## config.mk

```make
export PLATFORM = sky130hd
export DESIGN_NAME = shift_rotate_execute
export DESIGN_NICKNAME = d
export VERILOG_FILES = /design/src/shift_rotate_pkg.sv /design/src/shift_rotate_execute.sv /design/src/shift_unit.sv
export SDC_FILE = /design/constraint.sdc
export NUM_CORES = 1
export LEC_CHECK = 0
export ABC_AREA = 1
export BUFFER_PORTS_ARGS = -buffer_cell sky130_fd_sc_hd__buf_4
export CORE_MARGIN = 2
export CORE_UTILIZATION = 55
export DETAILED_ROUTE_END_ITERATION = 10
export PLACE_DENSITY_LB_ADDON = 0.1
export SLEW_MARGIN = 20
export SYNTH_ARGS = -nofsm -noshare
export SYNTH_HDL_FRONTEND = slang
export SYNTH_SLANG_ARGS = --single-unit
export TNS_END_PERCENT = 20
```

## constraint.sdc

```tcl
create_clock -name clk -period 2.6 [get_ports clk]
set_input_delay 0.26 -clock clk [delete_from_list [all_inputs] [get_ports clk]]
set_output_delay 0.26 -clock clk [all_outputs]
set_load 0.02 [all_outputs]
```

## src/shift_rotate_pkg.sv

```systemverilog
// Shared constants for the shift-rotate execute block: register map,
// instruction field positions, operation codes, phases and state codes.
// Assumes a 16-bit machine word and one clock per machine time period.
package shift_rotate_pkg;

  // Machine word width
  localparam int WORD_W = 16;

  // Register port byte offsets, one aligned word each
  localparam logic [7:0] OFF_ACCUM_A = 8'h00;
  localparam logic [7:0] OFF_ACCUM_B = 8'h04;
  localparam logic [7:0] OFF_PC = 8'h08;
  localparam logic [7:0] OFF_MAR = 8'h0C;
  localparam logic [7:0] OFF_EXTEND = 8'h10;
  localparam logic [7:0] OFF_STATUS = 8'h14;
  localparam logic [7:0] OFF_INSTR = 8'h18;

  // Status register bit positions
  localparam int STAT_BUSY_BIT = 0;
  localparam int STAT_EXTEND_BIT = 1;
  localparam int STAT_SKIP_BIT = 2;
  localparam int STAT_LOOP_BIT = 3;
  localparam int STAT_PHASE_LO = 4;
  localparam int STAT_PHASE_HI = 6;
  localparam int STAT_GROUP_BIT = 7;

  // Instruction field positions
  localparam int IR_HI = 15;
  localparam int IR_LO = 10;
  localparam int OPZERO_HI = 15;
  localparam int OPZERO_LO = 12;
  localparam int FIRST_EN_BIT = 9;
  localparam int FIRST_OP_HI = 8;
  localparam int FIRST_OP_LO = 6;
  localparam int CLE_BIT = 5;
  localparam int SECOND_EN_BIT = 4;
  localparam int SLA_BIT = 3;
  localparam int SECOND_OP_HI = 2;
  localparam int SECOND_OP_LO = 0;

  // Group codes seen in instruction bits 15..10
  localparam logic [5:0] GROUP_A_CODE = 6'h00;
  localparam logic [5:0] GROUP_B_CODE = 6'h02;

  // Shifter operation codes implemented here
  localparam logic [2:0] OP_ARITH_LEFT = 3'h4;
  localparam logic [2:0] OP_EXT_ROT_RIGHT = 3'h5;

  // Phase numbers
  localparam logic [2:0] PHASE_FETCH = 3'h1;
  localparam logic [2:0] PHASE_INTERRUPT = 3'h4;

  // Reset values
  localparam logic [15:0] WORD_RESET = 16'h0000;
  localparam logic EXTEND_RESET = 1'b0;
  localparam logic [2:0] PHASE_RESET = 3'h1;

  // Machine time periods, one-hot
  typedef enum logic [8:0] {
    ST_IDLE = 9'h001,
    ST_T0 = 9'h002,
    ST_T1 = 9'h004,
    ST_T2 = 9'h008,
    ST_T3 = 9'h010,
    ST_T4 = 9'h020,
    ST_T5 = 9'h040,
    ST_T6 = 9'h080,
    ST_T7 = 9'h100
  } time_period_t;

endpackage

```

## src/shift_rotate_execute.sv

```systemverilog
// Fetch-phase executor for the single-word shift-rotate group.
// Assumes a host that writes the fetched instruction word over the plain
// register port; one clock is one machine time period T0 to T7.
//
// The strobed register port and the register addresses are this design's own decisions.
`timescale 1ns/1ps
module shift_rotate_execute
  import shift_rotate_pkg::*;
(
  input wire logic clk,
  input wire logic srst,
  input wire logic [7:0] addr,
  input wire logic [WORD_W-1:0] wdata,
  input wire logic wr_strobe,
  input wire logic rd_strobe,
  output logic [WORD_W-1:0] rdata,
  input wire logic loop_switch,
  input wire logic interrupt_in_progress,
  output logic extend_lamp,
  output logic [2:0] next_phase,
  output logic cycle_done,
  output logic shift_group_decode,
  output logic operation_zero_decode,
  output logic read_accum_a_to_result_bus,
  output logic read_accum_b_to_result_bus,
  output logic shift_left_one_ctl,
  output logic shift_right_one_ctl,
  output logic store_accum_a_strobe,
  output logic store_accum_b_strobe,
  output logic read_pc_to_result_bus,
  output logic increment_carry_in,
  output logic adder_function_select,
  output logic store_program_counter,
  output logic store_memory_address,
  output logic [WORD_W-1:0] result_bus,
  output logic [WORD_W-1:0] transfer_bus
);

  // Machine state
  time_period_t state, next_state;
  logic [WORD_W-1:0] mem_word, next_mem_word; // Word handed in by the host
  logic [WORD_W-1:0] xfer_reg, next_xfer_reg; // Transfer register
  logic [5:0] instr_reg, next_instr_reg; // Bits 15..10 of the instruction
  logic [WORD_W-1:0] accum_a, next_accum_a;
  logic [WORD_W-1:0] accum_b, next_accum_b;
  logic [WORD_W-1:0] prog_counter, next_prog_counter;
  logic [WORD_W-1:0] mem_addr, next_mem_addr;
  logic extend, next_extend;
  logic skip_taken, next_skip_taken; // Skip carry seen this cycle
  logic [2:0] phase, next_phase_reg;
  logic [WORD_W-1:0] next_rdata;

  // Control values of the current period, registered onto the outputs
  logic ctl_group, ctl_opzero, ctl_read_a, ctl_read_b;
  logic ctl_left, ctl_right, ctl_store_a, ctl_store_b;
  logic ctl_read_pc, ctl_carry, ctl_adder, ctl_store_pc, ctl_store_mar;
  logic ctl_done;
  logic [WORD_W-1:0] rbus, tbus;

  // Loop switch synchroniser, three flops plus agreement filter
  logic loop_meta, loop_s2, loop_s3, loop_level;
  logic next_loop_level;

  // Decode and shifter wiring
  logic group_hit, sel_b, first_slot, second_slot;
  logic [WORD_W-1:0] acc_sel;
  logic sh_enable;
  logic [2:0] sh_op;
  logic [WORD_W-1:0] sh_word;
  logic sh_extend, sh_extend_load, sh_store, sh_left, sh_right;
  logic [WORD_W-1:0] pc_sum; // P plus carry, plus the held skip carry

  // Group hit on either accumulator code
  assign group_hit = (instr_reg == GROUP_A_CODE) || (instr_reg == GROUP_B_CODE);
  assign sel_b = (instr_reg == GROUP_B_CODE);
  assign acc_sel = sel_b ? accum_b : accum_a;
  assign first_slot = (state == ST_T3);
  assign second_slot = (state == ST_T5);
  // Skip carry from T4 joins the T6 add; loop mode drops both
  assign pc_sum = prog_counter + {15'h0000, !loop_level} + {15'h0000, skip_taken && !loop_level};

  // Slot picks the field: bits 9..6 first, bits 4, 2..0 second
  assign sh_enable = group_hit && (first_slot ? xfer_reg[FIRST_EN_BIT] :
                                   (second_slot && xfer_reg[SECOND_EN_BIT]));
  assign sh_op = first_slot ? xfer_reg[FIRST_OP_HI:FIRST_OP_LO] : xfer_reg[SECOND_OP_HI:SECOND_OP_LO];

  // One shifter shared by both shift slots
  shift_unit u_shift (
    .enable(sh_enable),
    .op(sh_op),
    .word_in(acc_sel),
    .extend_in(extend),
    .word_out(sh_word),
    .extend_out(sh_extend),
    .extend_load(sh_extend_load),
    .store(sh_store),
    .left_ctl(sh_left),
    .right_ctl(sh_right)
  );

  // Loop switch filter: level changes only when stages two and three agree
  always_comb begin
    next_loop_level = loop_level;
    if (loop_s2 == loop_s3) begin
      next_loop_level = loop_s3;
    end
  end

  // Loop switch registers
  always_ff @(posedge clk) begin
    if (srst) begin
      loop_meta <= 1'b0;
      loop_s2 <= 1'b0;
      loop_s3 <= 1'b0;
      loop_level <= 1'b0;
    end else begin
      loop_meta <= loop_switch;
      loop_s2 <= loop_meta;
      loop_s3 <= loop_s2;
      loop_level <= next_loop_level;
    end
  end

  // Sequencer and datapath next values
  always_comb begin
    next_state = state;
    next_mem_word = mem_word;
    next_xfer_reg = xfer_reg;
    next_instr_reg = instr_reg;
    next_accum_a = accum_a;
    next_accum_b = accum_b;
    next_prog_counter = prog_counter;
    next_mem_addr = mem_addr;
    next_extend = extend;
    next_skip_taken = skip_taken;
    next_phase_reg = phase;
    ctl_group = 1'b0;
    ctl_opzero = 1'b0;
    ctl_read_a = 1'b0;
    ctl_read_b = 1'b0;
    ctl_left = 1'b0;
    ctl_right = 1'b0;
    ctl_store_a = 1'b0;
    ctl_store_b = 1'b0;
    ctl_read_pc = 1'b0;
    ctl_carry = 1'b0;
    ctl_adder = 1'b0;
    ctl_store_pc = 1'b0;
    ctl_store_mar = 1'b0;
    ctl_done = 1'b0;
    rbus = WORD_RESET;
    tbus = WORD_RESET;
    case (state)
      ST_IDLE: begin
        // Host writes only land while idle, so no race with the core
        if (wr_strobe) begin
          if (addr == OFF_ACCUM_A) begin
            next_accum_a = wdata;
          end else if (addr == OFF_ACCUM_B) begin
            next_accum_b = wdata;
          end else if (addr == OFF_PC) begin
            next_prog_counter = wdata;
          end else if (addr == OFF_MAR) begin
            next_mem_addr = wdata;
          end else if (addr == OFF_EXTEND) begin
            next_extend = wdata[0];
          end else if (addr == OFF_INSTR) begin
            // Instruction word arrives, fetch cycle begins
            next_mem_word = wdata;
            next_skip_taken = 1'b0;
            next_state = ST_T0;
          end
        end
      end
      ST_T0: begin
        // Clear transfer register
        next_xfer_reg = WORD_RESET;
        next_state = ST_T1;
      end
      ST_T1: begin
        // Memory word into transfer register, instruction register cleared
        next_xfer_reg = mem_word;
        next_instr_reg = 6'h00;
        next_state = ST_T2;
      end
      ST_T2: begin
        // Opcode bits into the instruction register
        next_instr_reg = xfer_reg[IR_HI:IR_LO];
        next_state = ST_T3;
      end
      ST_T3, ST_T5: begin
        // Shift slots: T3 first, T5 second
        if (group_hit) begin
          // Decode belongs to T3 only; T3 also drives read select without a shift
          if (first_slot) begin
            ctl_group = 1'b1;
            ctl_opzero = (xfer_reg[OPZERO_HI:OPZERO_LO] == 4'h0);
            ctl_read_a = !sel_b;
            ctl_read_b = sel_b;
            rbus = acc_sel;
          end
          if (sh_enable) begin
            // Accumulator onto result bus, through shifter
            ctl_read_a = !sel_b;
            ctl_read_b = sel_b;
            rbus = acc_sel;
            tbus = sh_word;
            ctl_left = sh_left;
            ctl_right = sh_right;
            // Store back to the accumulator that was read
            if (sh_store) begin
              ctl_store_a = !sel_b;
              ctl_store_b = sel_b;
              if (sel_b) begin
                next_accum_b = sh_word;
              end else begin
                next_accum_a = sh_word;
              end
            end
            // Extend moves only for extend rotates
            if (sh_extend_load) begin
              next_extend = sh_extend;
            end
          end
        end
        next_state = (state == ST_T3) ? ST_T4 : ST_T6;
      end
      ST_T4: begin
        if (group_hit) begin
          // Clear extend on bit 5
          if (xfer_reg[CLE_BIT]) begin
            next_extend = 1'b0;
          end
          // Skip test reads the accumulator
          if (xfer_reg[SLA_BIT]) begin
            ctl_read_a = !sel_b;
            ctl_read_b = sel_b;
            rbus = acc_sel;
            // Lsb zero raises the carry; held for the T6 adder
            if (!acc_sel[0]) begin
              next_skip_taken = 1'b1;
              ctl_carry = !loop_level;
            end
          end
        end
        next_state = ST_T5;
      end
      ST_T6: begin
        // P plus carry into P and M; loop mode holds P and loads M with it
        ctl_read_pc = 1'b1;
        ctl_adder = 1'b1;
        ctl_carry = !loop_level;
        ctl_store_pc = 1'b1;
        ctl_store_mar = 1'b1;
        rbus = prog_counter;
        tbus = pc_sum;
        next_prog_counter = pc_sum;
        next_mem_addr = pc_sum;
        next_state = ST_T7;
      end
      ST_T7: begin
        // Choose next phase
        next_phase_reg = interrupt_in_progress ? PHASE_INTERRUPT : PHASE_FETCH;
        ctl_done = 1'b1;
        next_state = ST_IDLE;
      end
      default: begin
        next_state = ST_IDLE;
      end
    endcase
  end

  // Read data mux; unmapped addresses read zero, data valid one cycle only
  always_comb begin
    next_rdata = WORD_RESET;
    if (rd_strobe) begin
      if (addr == OFF_ACCUM_A) begin
        next_rdata = accum_a;
      end else if (addr == OFF_ACCUM_B) begin
        next_rdata = accum_b;
      end else if (addr == OFF_PC) begin
        next_rdata = prog_counter;
      end else if (addr == OFF_MAR) begin
        next_rdata = mem_addr;
      end else if (addr == OFF_EXTEND) begin
        next_rdata = {15'h0000, extend};
      end else if (addr == OFF_STATUS) begin
        next_rdata[STAT_BUSY_BIT] = (state != ST_IDLE);
        next_rdata[STAT_EXTEND_BIT] = extend;
        next_rdata[STAT_SKIP_BIT] = skip_taken;
        next_rdata[STAT_LOOP_BIT] = loop_level;
        next_rdata[STAT_PHASE_HI:STAT_PHASE_LO] = phase;
        next_rdata[STAT_GROUP_BIT] = group_hit;
      end else if (addr == OFF_INSTR) begin
        next_rdata = mem_word;
      end
    end
  end

  // State, datapath and output registers
  always_ff @(posedge clk) begin
    if (srst) begin
      state <= ST_IDLE;
      mem_word <= WORD_RESET;
      xfer_reg <= WORD_RESET;
      instr_reg <= 6'h00;
      accum_a <= WORD_RESET;
      accum_b <= WORD_RESET;
      prog_counter <= WORD_RESET;
      mem_addr <= WORD_RESET;
      extend <= EXTEND_RESET;
      skip_taken <= 1'b0;
      phase <= PHASE_RESET;
      rdata <= WORD_RESET;
      extend_lamp <= EXTEND_RESET;
      next_phase <= PHASE_RESET;
      cycle_done <= 1'b0;
      shift_group_decode <= 1'b0;
      operation_zero_decode <= 1'b0;
      read_accum_a_to_result_bus <= 1'b0;
      read_accum_b_to_result_bus <= 1'b0;
      shift_left_one_ctl <= 1'b0;
      shift_right_one_ctl <= 1'b0;
      store_accum_a_strobe <= 1'b0;
      store_accum_b_strobe <= 1'b0;
      read_pc_to_result_bus <= 1'b0;
      increment_carry_in <= 1'b0;
      adder_function_select <= 1'b0;
      store_program_counter <= 1'b0;
      store_memory_address <= 1'b0;
      result_bus <= WORD_RESET;
      transfer_bus <= WORD_RESET;
    end else begin
      state <= next_state;
      mem_word <= next_mem_word;
      xfer_reg <= next_xfer_reg;
      instr_reg <= next_instr_reg;
      accum_a <= next_accum_a;
      accum_b <= next_accum_b;
      prog_counter <= next_prog_counter;
      mem_addr <= next_mem_addr;
      extend <= next_extend;
      skip_taken <= next_skip_taken;
      phase <= next_phase_reg;
      rdata <= next_rdata;
      // Lamp tracks the extend flop directly
      extend_lamp <= next_extend;
      next_phase <= next_phase_reg;
      cycle_done <= ctl_done;
      // Control outputs trail their period by one clock
      shift_group_decode <= ctl_group;
      operation_zero_decode <= ctl_opzero;
      read_accum_a_to_result_bus <= ctl_read_a;
      read_accum_b_to_result_bus <= ctl_read_b;
      shift_left_one_ctl <= ctl_left;
      shift_right_one_ctl <= ctl_right;
      store_accum_a_strobe <= ctl_store_a;
      store_accum_b_strobe <= ctl_store_b;
      read_pc_to_result_bus <= ctl_read_pc;
      increment_carry_in <= ctl_carry;
      adder_function_select <= ctl_adder;
      store_program_counter <= ctl_store_pc;
      store_memory_address <= ctl_store_mar;
      result_bus <= rbus;
      transfer_bus <= tbus;
    end
  end

endmodule

```

## src/shift_unit.sv

```systemverilog
// Single-place shifter between the result bus and the transfer bus.
// Assumes the caller presents one operation per cycle and stores the
// outputs itself; this module is purely combinational.
`timescale 1ns/1ps
module shift_unit
  import shift_rotate_pkg::*;
(
  input wire logic enable,
  input wire logic [2:0] op,
  input wire logic [WORD_W-1:0] word_in,
  input wire logic extend_in,
  output logic [WORD_W-1:0] word_out,
  output logic extend_out,
  output logic extend_load,
  output logic store,
  output logic left_ctl,
  output logic right_ctl
);

  // Operation select; unknown codes pass the word and touch nothing
  always_comb begin
    word_out = word_in;
    extend_out = extend_in;
    extend_load = 1'b0;
    store = 1'b0;
    left_ctl = 1'b0;
    right_ctl = 1'b0;
    if (enable) begin
      case (op)
        OP_ARITH_LEFT: begin
          // Sign and bit 0 forced low, old bit 14 dropped
          word_out = {1'b0, word_in[13:0], 1'b0};
          store = 1'b1;
          left_ctl = 1'b1;
        end
        OP_EXT_ROT_RIGHT: begin
          // Extend enters bit 15, bit 0 leaves into extend
          word_out = {extend_in, word_in[WORD_W-1:1]};
          // Extend follows the result bus lsb
          extend_out = word_in[0];
          extend_load = 1'b1;
          store = 1'b1;
          right_ctl = 1'b1;
        end
        default: begin
          // Other rotates are not implemented; word and extend kept
          word_out = word_in;
        end
      endcase
    end
  end

endmodule

```

==> metrics.md, run 1 <==
| Metric | Value |
|---|---|
| Run status | complete, no violations |
| Area added between synthesis and finish | 16.42% |
| Critical-path cell list | inv_1 > nand2_1 > fa_1 > inv_1 > ha_1 > nand2_1 > nor2_4 > inv_1 > nor2_1 > inv_1 > nor2_2 > inv_1 > o21bai_1 > nand3_1 > nand2_1 > inv_1 > a21oi_1 |
| Critical path data required time | 2970 ps |
| DIE AREA | 16820 sq um |
| Starting density of the core | 56.73% |
| P per Cell Area | 528.2 nW/um^2 |
| CTS sink cnt | 178 |
| Share of synthesized flip-flops with an asynchronous set or reset | 0% |
| Most numerous cell on the critical path | sky130_fd_sc_hd__inv_1 |
| Cells taking the most area after synthesis | sky130_fd_sc_hd__dfxtp_1, sky130_fd_sc_hd__nand2_1, sky130_fd_sc_hd__nand3_1 |
| Reported leakage power | 4.339 nW |
| Total length of routed wires | 30240 um |
| Category of the most critical setup path | flop to flop |
| Post-detailed-route wirelength per cell | 19.05 um |
| Max-slew violation count | 0 |
| Worst R2R Start | loop_level |
| Ports | 96 |
| Cell area after technology mapping | 8688 sq um |
| Count of inserted antenna diode cells | 0 |
| Critical-path maximum fanout | 5 |
| Main flop type after synthesis | sky130_fd_sc_hd__dfxtp_1 |
| Routability cong. | 1.008 |
| Core area | 15310 sq um |
| Worst ir drop on vdd | 0.0004679 V |
| Worst r2r path cells | 17 |
| Placement row count | 45 |
| DP HPWL | 21510 um |
| Number of buffers between clock root and the deepest sink | 2 |
| Total iterations of the first detailed-routing run | 8 |
| Number of enable-type register cells in the synthesized netlist | 0 |
| Global router's overall resource usage | 36.33% |
| Tightest hold margin | 27.72 ps |
| Met1 WL | 13090 um |
| Worst max-slew margin expressed relative to the limit | 47.86% |
| Remaining global-route overflow | 0 |
| CTS tree | yes |
| Post-layout util | 66.05% |
| RSZ-0062 raised after global routing | false |
| Min Tclk post-route | 2347 ps |
| Share of layout cells above drive strength 1 | 14.75% |
| Share of the yosys chip area belonging to registers | 41.01% |
| Sequential cell area | 3565 sq um |
| Endpoints failing setup | 0 |
| Buffers on Ports | 94 |
| Capture point of the worst reg-to-reg path | mem_addr[12] |
| Overall via count from detail_route | 9179 |
| Nets | 1396 |
| Path type of the worst min-delay path | primary input to flop |
| Avg Synthesized Cell Area | 6.756 sq um |
| Largest net degree at the start of global routing | 51 |
| Cell type contributing the most total cell area after synthesis | sky130_fd_sc_hd__dfxtp_1 |
| R2R setup slack | 250 ps |
| Instance count of the mapped netlist | 1286 |
| Area of the multi-input gates | 4265 sq um |
| Clock skew | 11.07 ps |
| Hold Path Sink | loop_meta |
| Max-cap violation count | 0 |
| Final Hold Viols | 0 |
| Global-route wire length before repair | 45940 um |
| Total negative slack for setup checks | 0 ps |
| Net Count, Synth | 1318 |
| Via count of the first global-routing pass | 8129 |
| Chip Height | 129.7 um |
| Uppermost routed layer | met4 |
| DRC | 0 |
| Via/cell ratio | 5.784 |
| H-tree level count | 4 |
| Number of buffers added to fix hold violations after cts | 0 |
| Critical-path cell with the highest stage delay | sky130_fd_sc_hd__fa_1 |
| First-iteration detailed-routing DRC count | 1347 |
| Yosys warnings | 0 |
| Clock transition at path regs | 70 ps |
| Number of buffers created by CTS | 17 |
| Clock network latency to the later pin of the worst-skew pair | 440 ps |
| Total of flip-flops plus latches after synthesis | 178 |
| Beginning of the worst hold path | loop_switch |
| Initial antenna violation count | 0 |
| Part of the cycle the worst path needs | 90.26% |
| Depth of the worst hold-timing path | 3 |
| Endpoint type of the worst setup path | flop |
| Post-synthesis cell type count | 45 |
| Fillcell total | 1471 |
| Worst setup SP type | flop |
| FMAX | 426.1 MHz |
| Number of routed nets with antenna violations | 0 |
| Die Span X | 129.7 um |
| Met2 WL | 12730 um |
| Proportion of netlist area held by the largest area contributor | 41.01% |
| Max stage delay on crit path | 370 ps |
| Data arrival, critical path | 2710 ps |
| Wire length on met3 | 3560 um |
| Slew @ Worst Pin | 782.0 ps |
| Cell chosen for the clock root | sky130_fd_sc_hd__clkbuf_16 |
==> routing by layer <==
layer / vias to the layer above / track usage (%)
met2: 539 / 52.97
met3: 77 / 8.505
met4: 0 / 13.47
met1: 4198 / 52.33
met5: - / 0
li1: 4365 / -
==> cell usage after synthesis (2+ instances only) <==
master	count
sky130_fd_sc_hd__a211oi_1	2
sky130_fd_sc_hd__a21oi_1	116
sky130_fd_sc_hd__a31oi_1	16
sky130_fd_sc_hd__a41oi_1	8
sky130_fd_sc_hd__buf_1	4
sky130_fd_sc_hd__buf_2	20
sky130_fd_sc_hd__buf_4	9
sky130_fd_sc_hd__buf_6	4
sky130_fd_sc_hd__clkbuf_1	30
sky130_fd_sc_hd__clkinv_1	2
sky130_fd_sc_hd__dfxtp_1	178
sky130_fd_sc_hd__inv_1	134
sky130_fd_sc_hd__inv_2	4
sky130_fd_sc_hd__nand2_1	328
sky130_fd_sc_hd__nand2_2	8
sky130_fd_sc_hd__nand2_4	2
sky130_fd_sc_hd__nand3_1	131
sky130_fd_sc_hd__nand3_2	4
sky130_fd_sc_hd__nand4_1	34
sky130_fd_sc_hd__nor2_1	116
sky130_fd_sc_hd__nor2_2	8
sky130_fd_sc_hd__nor2_4	7
sky130_fd_sc_hd__nor3_1	10
sky130_fd_sc_hd__nor3_2	2
sky130_fd_sc_hd__nor4_1	2
sky130_fd_sc_hd__o2111ai_1	5
sky130_fd_sc_hd__o211ai_1	2
sky130_fd_sc_hd__o21ai_0	75
sky130_fd_sc_hd__o21ai_1	8
sky130_fd_sc_hd__o21bai_1	2
==> kinds of logic after synthesis <==
logic type / count (synthesis) / share of synthesized area, %
flops: 178 / 41.01
other cells: 1 / 0.04316
fa+ha+maj: 2 / 0.3744
buf+inv: 209 / 10.08
compound gates: 240 / 15.11
simple gates: 656 / 33.38
==> power by group <==
group	switching [W]	internal, W
logic	0.000136	0.0000643
registers	0.00000514	0.00273
clock network	0.00113	0.00127
==> cell type report <==
| cell class | instances | area share (%) |
|---|---|---|
| multi-input cells | 899 | 42.17 |
| flip-flops and latches | 178 | 35.24 |
| repair buffers | 127 | 9.426 |
| inverters | 141 | 5.245 |
| clock buffers | 20 | 4.515 |
| well taps | 211 | 2.610 |
| clock inverters | 11 | 0.7917 |
==> timing repair <==
action,in CTS,in global routing
setup endpoints to repair,0,10
resized for setup,0,4
setup buffers,0,1
==> worst max-delay path, delay by kind of cell (launching register included) <==
kind	cells	cell delay (ps)
flip-flops	1	350
adder cells (fa/ha/maj)	2	540
buffers and inverters	6	440
AO/OA/AOI/OAI	2	240
AND/OR/NAND/NOR	7	720
==> metrics by stage <==
stage / power [W] / cells / worst slack (ps) / cell area, sq um
finish: 0.005342 / 1587 / 253.3 / 10110
global route: 0.005465 / 1587 / 16.67 / 10110
CTS: 0.005342 / 1586 / 142.4 / 10100
detailed placement: 0.002992 / 1555 / 175.9 / 9559
global placement: 0.002992 / 1555 / 249.2 / 9559
floorplan: 0.002901 / 1286 / 490.4 / 8688
==> how the worst max path moves through the flow <==
stage / startpoint / end / slack [ps] / cells after the start
2_1_floorplan: loop_level / transfer_bus[14] / 490 / 16
3_3_place_gp: loop_level / prog_counter[12] / 250 / 17
3_5_place_dp: loop_level / mem_addr[12] / 180 / 17
4_1_cts: loop_level / mem_addr[12] / 140 / 17
5_1_grt: loop_level / mem_addr[12] / 20 / 17
6_report: loop_level / mem_addr[12] / 250 / 17
==> layout by cell type, fill, tap and decap left out, types with 2 or more instances in the layout <==
cell	count
sky130_fd_sc_hd__inv_1	133
sky130_fd_sc_hd__nand2_2	8
sky130_fd_sc_hd__clkbuf_8	2
sky130_fd_sc_hd__nor2_1	113
sky130_fd_sc_hd__nor2_4	8
sky130_fd_sc_hd__o21ai_0	75
sky130_fd_sc_hd__nand4_1	34
sky130_fd_sc_hd__buf_4	127
sky130_fd_sc_hd__a21oi_1	116
sky130_fd_sc_hd__nand2_1	328
sky130_fd_sc_hd__clkinv_2	4
sky130_fd_sc_hd__a41oi_1	8
sky130_fd_sc_hd__nor3_1	10
sky130_fd_sc_hd__inv_2	5
sky130_fd_sc_hd__nand3_1	131
sky130_fd_sc_hd__a31oi_1	16
sky130_fd_sc_hd__a211oi_1	2
sky130_fd_sc_hd__nand2_4	2
sky130_fd_sc_hd__dfxtp_1	177
sky130_fd_sc_hd__nand3_2	4
sky130_fd_sc_hd__inv_6	3
sky130_fd_sc_hd__o2111ai_1	5
sky130_fd_sc_hd__o211ai_1	2
sky130_fd_sc_hd__clkbuf_16	17
sky130_fd_sc_hd__nor4_1	2
sky130_fd_sc_hd__nor3_2	2
sky130_fd_sc_hd__clkinv_1	2
sky130_fd_sc_hd__clkinvlp_4	4
sky130_fd_sc_hd__nor2_2	10
sky130_fd_sc_hd__o21ai_1	7
sky130_fd_sc_hd__o21ai_2	2
sky130_fd_sc_hd__o21bai_1	2
Note: power is estimated with default switching activity, not from simulation.
==> inputs of run 2 (changes only) <==
--- a/config.mk
+++ b/config.mk
@@ -6,7 +6,7 @@
 export NUM_CORES = 1
 export LEC_CHECK = 0
 export ABC_AREA = 1
-export BUFFER_PORTS_ARGS = -buffer_cell sky130_fd_sc_hd__buf_4
+export BUFFER_PORTS_ARGS = -buffer_cell sky130_fd_sc_hd__clkbuf_2
 export CORE_MARGIN = 2
 export CORE_UTILIZATION = 55
 export DETAILED_ROUTE_END_ITERATION = 10
==> metrics.md, run 2 (synthesis gave the netlist of run 1 again) <==
| Metric | Value |
|---|---|
| WP buf/inv | 3 (was 6) |
| Final Hold Viols | 0 (unchanged) |
| Via count of the first global-routing pass | 8188 (was 8129) |
| FMAX | 425.2 MHz (was 426.1 MHz) |
| Max-cap violation count | 0 (unchanged) |
| Category of the most critical setup path | flop to flop (unchanged) |
| Min Tclk post-route | 2352 ps (was 2347 ps) |
| Post-layout util | 64.73% (was 66.05%) |
| Critical-path cell with the highest stage delay | sky130_fd_sc_hd__o21ai_1 (was sky130_fd_sc_hd__fa_1) |
| Net load switching power | 0.001227 W (was 0.001274 W) |
| Reported leakage power | 4.277 nW (was 4.339 nW) |
| Worst setup SP type | flop (unchanged) |
| Max-slew violation count | 0 (unchanged) |
| Part of the cycle the worst path needs | 90.45% (was 90.26%) |
| Max stage delay on crit path | 820 ps (was 370 ps) |
| Global router's overall resource usage | 36.13% (was 36.33%) |
| Core area | 15310 sq um (unchanged) |
| Internal power | 0.004200 W (was 0.004069 W) |
| Starting density of the core | 56.73% (unchanged) |
| Nets | 1393 (was 1396) |
| Chip Height | 129.7 um (unchanged) |
| Total iterations of the first detailed-routing run | 6 (was 8) |
| Via/cell ratio | 5.867 (was 5.784) |
| Endpoint type of the worst setup path | flop (unchanged) |
| Largest net degree at the start of global routing | 51 (unchanged) |
| Share of layout cells above drive strength 1 | 14.64% (was 14.75%) |
| H-tree level count | 4 (unchanged) |
| Critical-path maximum fanout | 14 (was 5) |
| Most numerous cell on the critical path | sky130_fd_sc_hd__inv_1 (unchanged) |
| Worst ir drop on vdd | 0.0006494 V (was 0.0004679 V) |
| Buffers on Ports | 94 (unchanged) |
| Data arrival, critical path | 2650 ps (was 2710 ps) |
| Number of routed nets with antenna violations | 0 (unchanged) |
| Number of buffers created by CTS | 17 (unchanged) |
| Total negative slack for setup checks | 0 ps (unchanged) |
| Net Sw Frac | 22.60% (was 23.84%) |
| Reg power frac | 50.4% (was 51.2%) |
| RSZ-0062 raised after global routing | false (unchanged) |
| DP HPWL | 21110 um (was 21510 um) |
| Critical path data required time | 2900 ps (was 2970 ps) |
| Most frequent cells in the layout | sky130_fd_sc_hd__nand2_1, sky130_fd_sc_hd__dfxtp_1, sky130_fd_sc_hd__inv_1 (unchanged) |
| Path type of the worst min-delay path | primary input to flop (unchanged) |
| DIE AREA | 16820 sq um (unchanged) |
| Combinational group share of total power | 3.5% (was 3.8%) |
| CTS tree | yes (unchanged) |
| Total design power | 0.005427 W (was 0.005342 W) |
| Worst max-slew margin expressed relative to the limit | 34.02% (was 47.86%) |
| CTS sink cnt | 178 (unchanged) |
| DRC | 0 (unchanged) |
| Commonest non-fill, non-tap cell in the layout | sky130_fd_sc_hd__nand2_1 (unchanged) |
| Remaining global-route overflow | 0 (unchanged) |
| Run status | complete, no violations (unchanged) |
| Area added between synthesis and finish | 14.10% (was 16.42%) |
| Clock network fraction of design power | 46.0% (was 45.0%) |
| Post-detailed-route wirelength per cell | 18.84 um (was 19.05 um) |
| Global-route wire length before repair | 45760 um (was 45940 um) |
| Ports | 96 (unchanged) |
| Count of inserted antenna diode cells | 0 (unchanged) |
| Critical-path cell list | inv_1 > nand3_2 > nor2_1 > inv_1 > nand2_2 > o21ai_1 > buf_4 > a21oi_1 (was inv_1 > nand2_1 > fa_1 > inv_1 > ha_1 > nand2_1 > nor2_4 > inv_1 > nor2_1 > inv_1 > nor2_2 > inv_1 > o21bai_1 > nand3_1 > nand2_1 > inv_1 > a21oi_1) |
| Initial antenna violation count | 0 (unchanged) |
| Die Span X | 129.7 um (unchanged) |
| Slew @ Worst Pin | 983.1 ps (was 782.0 ps) |
| Placement row count | 45 (unchanged) |
| First-iteration detailed-routing DRC count | 1553 (was 1347) |
| Crit-path leading delay family | compound AO/OA/AOI/OAI gates (was simple AND/OR/NAND/NOR gates) |
| Endpoints failing setup | 0 (unchanged) |
| Clock network latency to the later pin of the worst-skew pair | 440 ps (about the same) |
| Total length of routed wires | 29850 um (was 30240 um) |
| Clock transition at path regs | 70 ps (about the same) |
| P per Cell Area | 547.4 nW/um^2 (was 528.2 nW/um^2) |
| Clock skew | 10.44 ps (was 11.07 ps) |
| Number of buffers between clock root and the deepest sink | 2 (unchanged) |
| Cell chosen for the clock root | sky130_fd_sc_hd__clkbuf_16 (unchanged) |
| Overall via count from detail_route | 9294 (was 9179) |
| Routability cong. | 1.011 (was 1.008) |
-- run 2: routing by layer --
layer  wire length (um)  vias up  track usage [%]
li1                   -     4357                -
met4                841        0            10.44
met2              12180      655            52.08
met3               4294       71            10.32
met1              12540     4211            52.65
met5                  0        -                0
-- run 2: path summary, 6_finish.rpt --
check,startpoint,slack (ps),to,cells after the start
worst min register to register,loop_meta,410,loop_s2,2
worst max register to register,state[8],250,transfer_bus[1],8
worst max-delay path,state[8],250,transfer_bus[1],8
worst min-delay path,loop_switch,20,loop_meta,3
-- run 2: area by class of cell --
cell class,instances,area [sq um]
timing repair buffer,124,720.7
inverter,141,530.5
clock buffer,23,488.0
clock inverter,8,77.57
tap,211,264.0
fill,1460,5401
sequential,178,3565
multi-input combinational,899,4268
-- run 2: metrics by stage --
step                      instances  setup slack (ps)  cell area, sq um  hold WS (ps)
after global placement         1553             238.4              9334         395.0
final                          1584             248.3              9913         16.47
after detailed placement       1553             167.2              9334         413.6
after floorplan                1286             490.4              8688         367.0
after global routing           1584             24.48              9913         27.08
after CTS                      1584             157.5              9899         12.21
-- run 2: power groups by stage --
stage / registers, W / logic [W] / clock network [W]
2_1_floorplan: 0.00280 / 0.000104 / 0
3_3_place_gp: 0.00280 / 0.000179 / 0
3_5_place_dp: 0.00280 / 0.000180 / 0
4_1_cts: 0.00274 / 0.000182 / 0.00251
5_1_grt: 0.00274 / 0.000203 / 0.00261
6_report: 0.00274 / 0.000191 / 0.00250
-- run 2: worst min-delay path, delay by kind of cell --
kind / cells / cell delay [ps]
and+or+nand+nor: 1 / 30
buffers and inverters: 2 / 120
-- run 2: timing repair --
action                                  4_1_cts  5_1_grt
resized for setup                             0        7
hold buffers                                  0        0
endpoints found under the setup margin        0       11
buffers inserted                              0        0
==> inputs of run 3 (changes only) <==
--- a/config.mk
+++ b/config.mk
@@ -7,8 +7,10 @@
 export LEC_CHECK = 0
 export ABC_AREA = 1
 export BUFFER_PORTS_ARGS = -buffer_cell sky130_fd_sc_hd__clkbuf_2
+export CELL_PAD_IN_SITES_DETAIL_PLACEMENT = 1
+export CELL_PAD_IN_SITES_GLOBAL_PLACEMENT = 1
 export CORE_MARGIN = 2
-export CORE_UTILIZATION = 55
+export CORE_UTILIZATION = 42
 export DETAILED_ROUTE_END_ITERATION = 10
 export PLACE_DENSITY_LB_ADDON = 0.1
 export SLEW_MARGIN = 20
==> metrics.md, run 3 (synthesis gave the netlist of run 1 again) <==
| Metric | Value |
|---|---|
| Run status | complete, no violations (unchanged) |
| First-iteration detailed-routing DRC count | 740 (was 1553) |
| Worst r2r path cells | 17 (was 8) |
| Reported leakage power | 4.308 nW (was 4.277 nW) |
| Worst setup SP type | flop (unchanged) |
| Area added between synthesis and finish | 15.99% (was 14.10%) |
| Slew @ Worst Pin | 881.3 ps (was 983.1 ps) |
| Global-route wire length before repair | 52380 um (was 45760 um) |
| Remaining global-route overflow | 0 (unchanged) |
| Worst-case setup slack after placement | 116.9 ps (was 167.2 ps) |
| CTS sink cnt | 178 (unchanged) |
| Post-layout util | 49.64% (was 64.73%) |
| Core area | 20300 sq um (was 15310 sq um) |
| Share of layout cells above drive strength 1 | 15.11% (was 14.64%) |
| Most numerous cell on the critical path | sky130_fd_sc_hd__inv_1 (unchanged) |
| Crit-path leading delay family | simple AND/OR/NAND/NOR gates (was compound AO/OA/AOI/OAI gates) |
| Tightest hold margin | 23.94 ps (was 16.47 ps) |
| Total iterations of the first detailed-routing run | 6 (unchanged) |
| Fillcell total | 2758 (was 1460) |
| Ports | 96 (unchanged) |
| Endpoints failing setup | 0 (unchanged) |
| Path type of the worst min-delay path | primary input to flop (unchanged) |
| Endpoint type of the worst setup path | flop (unchanged) |
| Number of buffers between clock root and the deepest sink | 2 (unchanged) |
| Number of buffers created by CTS | 17 (unchanged) |
| Min Tclk post-route | 2384 ps (was 2352 ps) |
| DRC | 0 (unchanged) |
| Depth of the worst hold-timing path | 3 (unchanged) |
| Critical-path cell list | inv_1 > nand2_1 > fa_1 > inv_2 > ha_2 > nand2_2 > nor2_4 > inv_1 > nor2_1 > inv_1 > nor2_2 > inv_2 > o21bai_1 > nand3_1 > nand2_1 > inv_1 > a21oi_1 (was inv_1 > nand3_2 > nor2_1 > inv_1 > nand2_2 > o21ai_1 > buf_4 > a21oi_1) |
| Initial antenna violation count | 0 (unchanged) |
| Critical-path maximum fanout | 5 (was 14) |
| Critical Path Start | loop_level (was state[8]) |
| Post-detailed-route wirelength per cell | 21.00 um (was 18.84 um) |
| Nets | 1396 (was 1393) |
| Clock skew | 11.93 ps (was 10.44 ps) |
| Part of the cycle the worst path needs | 91.68% (was 90.45%) |
| Commonest non-fill, non-tap cell in the layout | sky130_fd_sc_hd__nand2_1 (unchanged) |
| Clock transition at path regs | 70 ps (about the same) |
| Standard cell area after detailed placement | 9423 sq um (was 9334 sq um) |
| Worst max-slew margin expressed relative to the limit | 41.25% (was 34.02%) |
| Total length of routed wires | 34590 um (was 29850 um) |
| Critical path depth in cells | 17 (was 8) |
| Via/cell ratio | 5.653 (was 5.867) |
| Area of the multi-input gates | 4270 sq um (was 4268 sq um) |
| Buffers on Ports | 94 (unchanged) |
| Category of the most critical setup path | flop to flop (unchanged) |
| FMAX | 419.5 MHz (was 425.2 MHz) |
| Max-cap violation count | 0 (unchanged) |
| Post-layout worst setup margin | 216.4 ps (was 248.3 ps) |
| Most frequent cells in the layout | sky130_fd_sc_hd__nand2_1, sky130_fd_sc_hd__dfxtp_1, sky130_fd_sc_hd__inv_1, sky130_fd_sc_hd__nand3_1, sky130_fd_sc_hd__a21oi_1 (was sky130_fd_sc_hd__nand2_1, sky130_fd_sc_hd__dfxtp_1, sky130_fd_sc_hd__inv_1) |
| Number of routed nets with antenna violations | 0 (unchanged) |
| Critical path data required time | 2970 ps (was 2900 ps) |
| Sequential cell area | 3565 sq um (unchanged) |
| Total negative slack for setup checks | 0 ps (unchanged) |
| Critical-path cell with the highest stage delay | sky130_fd_sc_hd__fa_1 (was sky130_fd_sc_hd__o21ai_1) |
| RSZ-0062 raised after global routing | false (unchanged) |
| Worst ir drop on vdd | 0.0004883 V (was 0.0006494 V) |
| Global router's overall resource usage | 31.57% (was 36.13%) |
| DP HPWL | 24970 um (was 21110 um) |
| Count of inserted antenna diode cells | 0 (unchanged) |
| Max-slew violation count | 0 (unchanged) |
| Routability cong. | 0.8786 (was 1.011) |
| Cell chosen for the clock root | sky130_fd_sc_hd__clkbuf_16 (unchanged) |
| H-tree level count | 4 (unchanged) |
| DIE AREA | 21850 sq um (was 16820 sq um) |
| Worst R2R Start | loop_level (was state[8]) |
| Via count of the first global-routing pass | 8957 (was 8188) |
| Final Hold Viols | 0 (unchanged) |
| Area of all placed cells without fillers | 10080 sq um (was 9913 sq um) |
| Placement row count | 52 (was 45) |
| CTS tree | yes (unchanged) |
| Die Span X | 147.8 um (was 129.7 um) |
| Max stage delay on crit path | 380 ps (was 820 ps) |
| Data arrival, critical path | 2760 ps (was 2650 ps) |
| Beginning of the worst hold path | loop_switch (unchanged) |
| Overall via count from detail_route | 9311 (was 9294) |
| Clock network latency to the later pin of the worst-skew pair | 440 ps (about the same) |
| Largest net degree at the start of global routing | 53 (was 51) |
| WP buf/inv | 6 (was 3) |
| Starting density of the core | 42.80% (was 56.73%) |
| P per Cell Area | 569.1 nW/um^2 (was 547.4 nW/um^2) |
| Chip Height | 147.8 um (was 129.7 um) |
## run 3: per-stage QoR
stage,total power (W),cells
after global placement,0.002987,1614
after floorplan,0.002901,1286
after CTS,0.005738,1646
after detailed placement,0.002990,1614
after global routing,0.005884,1647
final,0.005735,1647
## run 3: routing by layer
layer	track usage, %	part of all wire (%)	up-vias
li1	-	-	4355
met1	45.16	46	4504
met2	47.67	43	389
met3	6.327	8.3	63
met4	10.52	2.9	0
met5	0	0	-
## run 3: worst register-to-register path: stages, from the launching register on
cell and delay, ps:
sky130_fd_sc_hd__dfxtp_2 350, sky130_fd_sc_hd__inv_1 70, sky130_fd_sc_hd__nand2_1 70, sky130_fd_sc_hd__fa_1 380
sky130_fd_sc_hd__inv_2 80, sky130_fd_sc_hd__ha_2 190, sky130_fd_sc_hd__nand2_2 90, sky130_fd_sc_hd__nor2_4 150
sky130_fd_sc_hd__inv_1 60, sky130_fd_sc_hd__nor2_1 110, sky130_fd_sc_hd__inv_1 80, sky130_fd_sc_hd__nor2_2 110
sky130_fd_sc_hd__inv_2 70, sky130_fd_sc_hd__o21bai_1 150, sky130_fd_sc_hd__nand3_1 130, sky130_fd_sc_hd__nand2_1 80
sky130_fd_sc_hd__inv_1 60, sky130_fd_sc_hd__a21oi_1 120
## run 3: repair_timing
action | CTS | global route
buffers inserted | 0 | 1
resized for setup | 0 | 8
hold buffers | 0 | 0
endpoints found under the setup margin | 0 | 10
## run 3: where the power goes
| part | switching, W | internal, W |
|---|---|---|
| logic | 0.000147 | 0.0000511 |
| clock network | 0.00117 | 0.00163 |
| registers | 0.00000497 | 0.00273 |
| total | 0.00133 | 0.00441 |
## run 3: layout make-up
type | instances | area share, %
Clock inverter | 10 | 1.453
Sequential cell | 178 | 35.37
Multi-Input combinational cell | 899 | 42.38
Clock buffer | 22 | 4.805
Tap cell | 270 | 3.352
Timing Repair Buffer | 127 | 7.375
Inverter | 141 | 5.264
## run 3: final timing paths
check / to / slack [ps]
worst min-delay path: loop_meta / 20
worst max register to register: prog_counter[12] / 220
worst min register to register: loop_s2 / 410
worst max-delay path: prog_counter[12] / 220
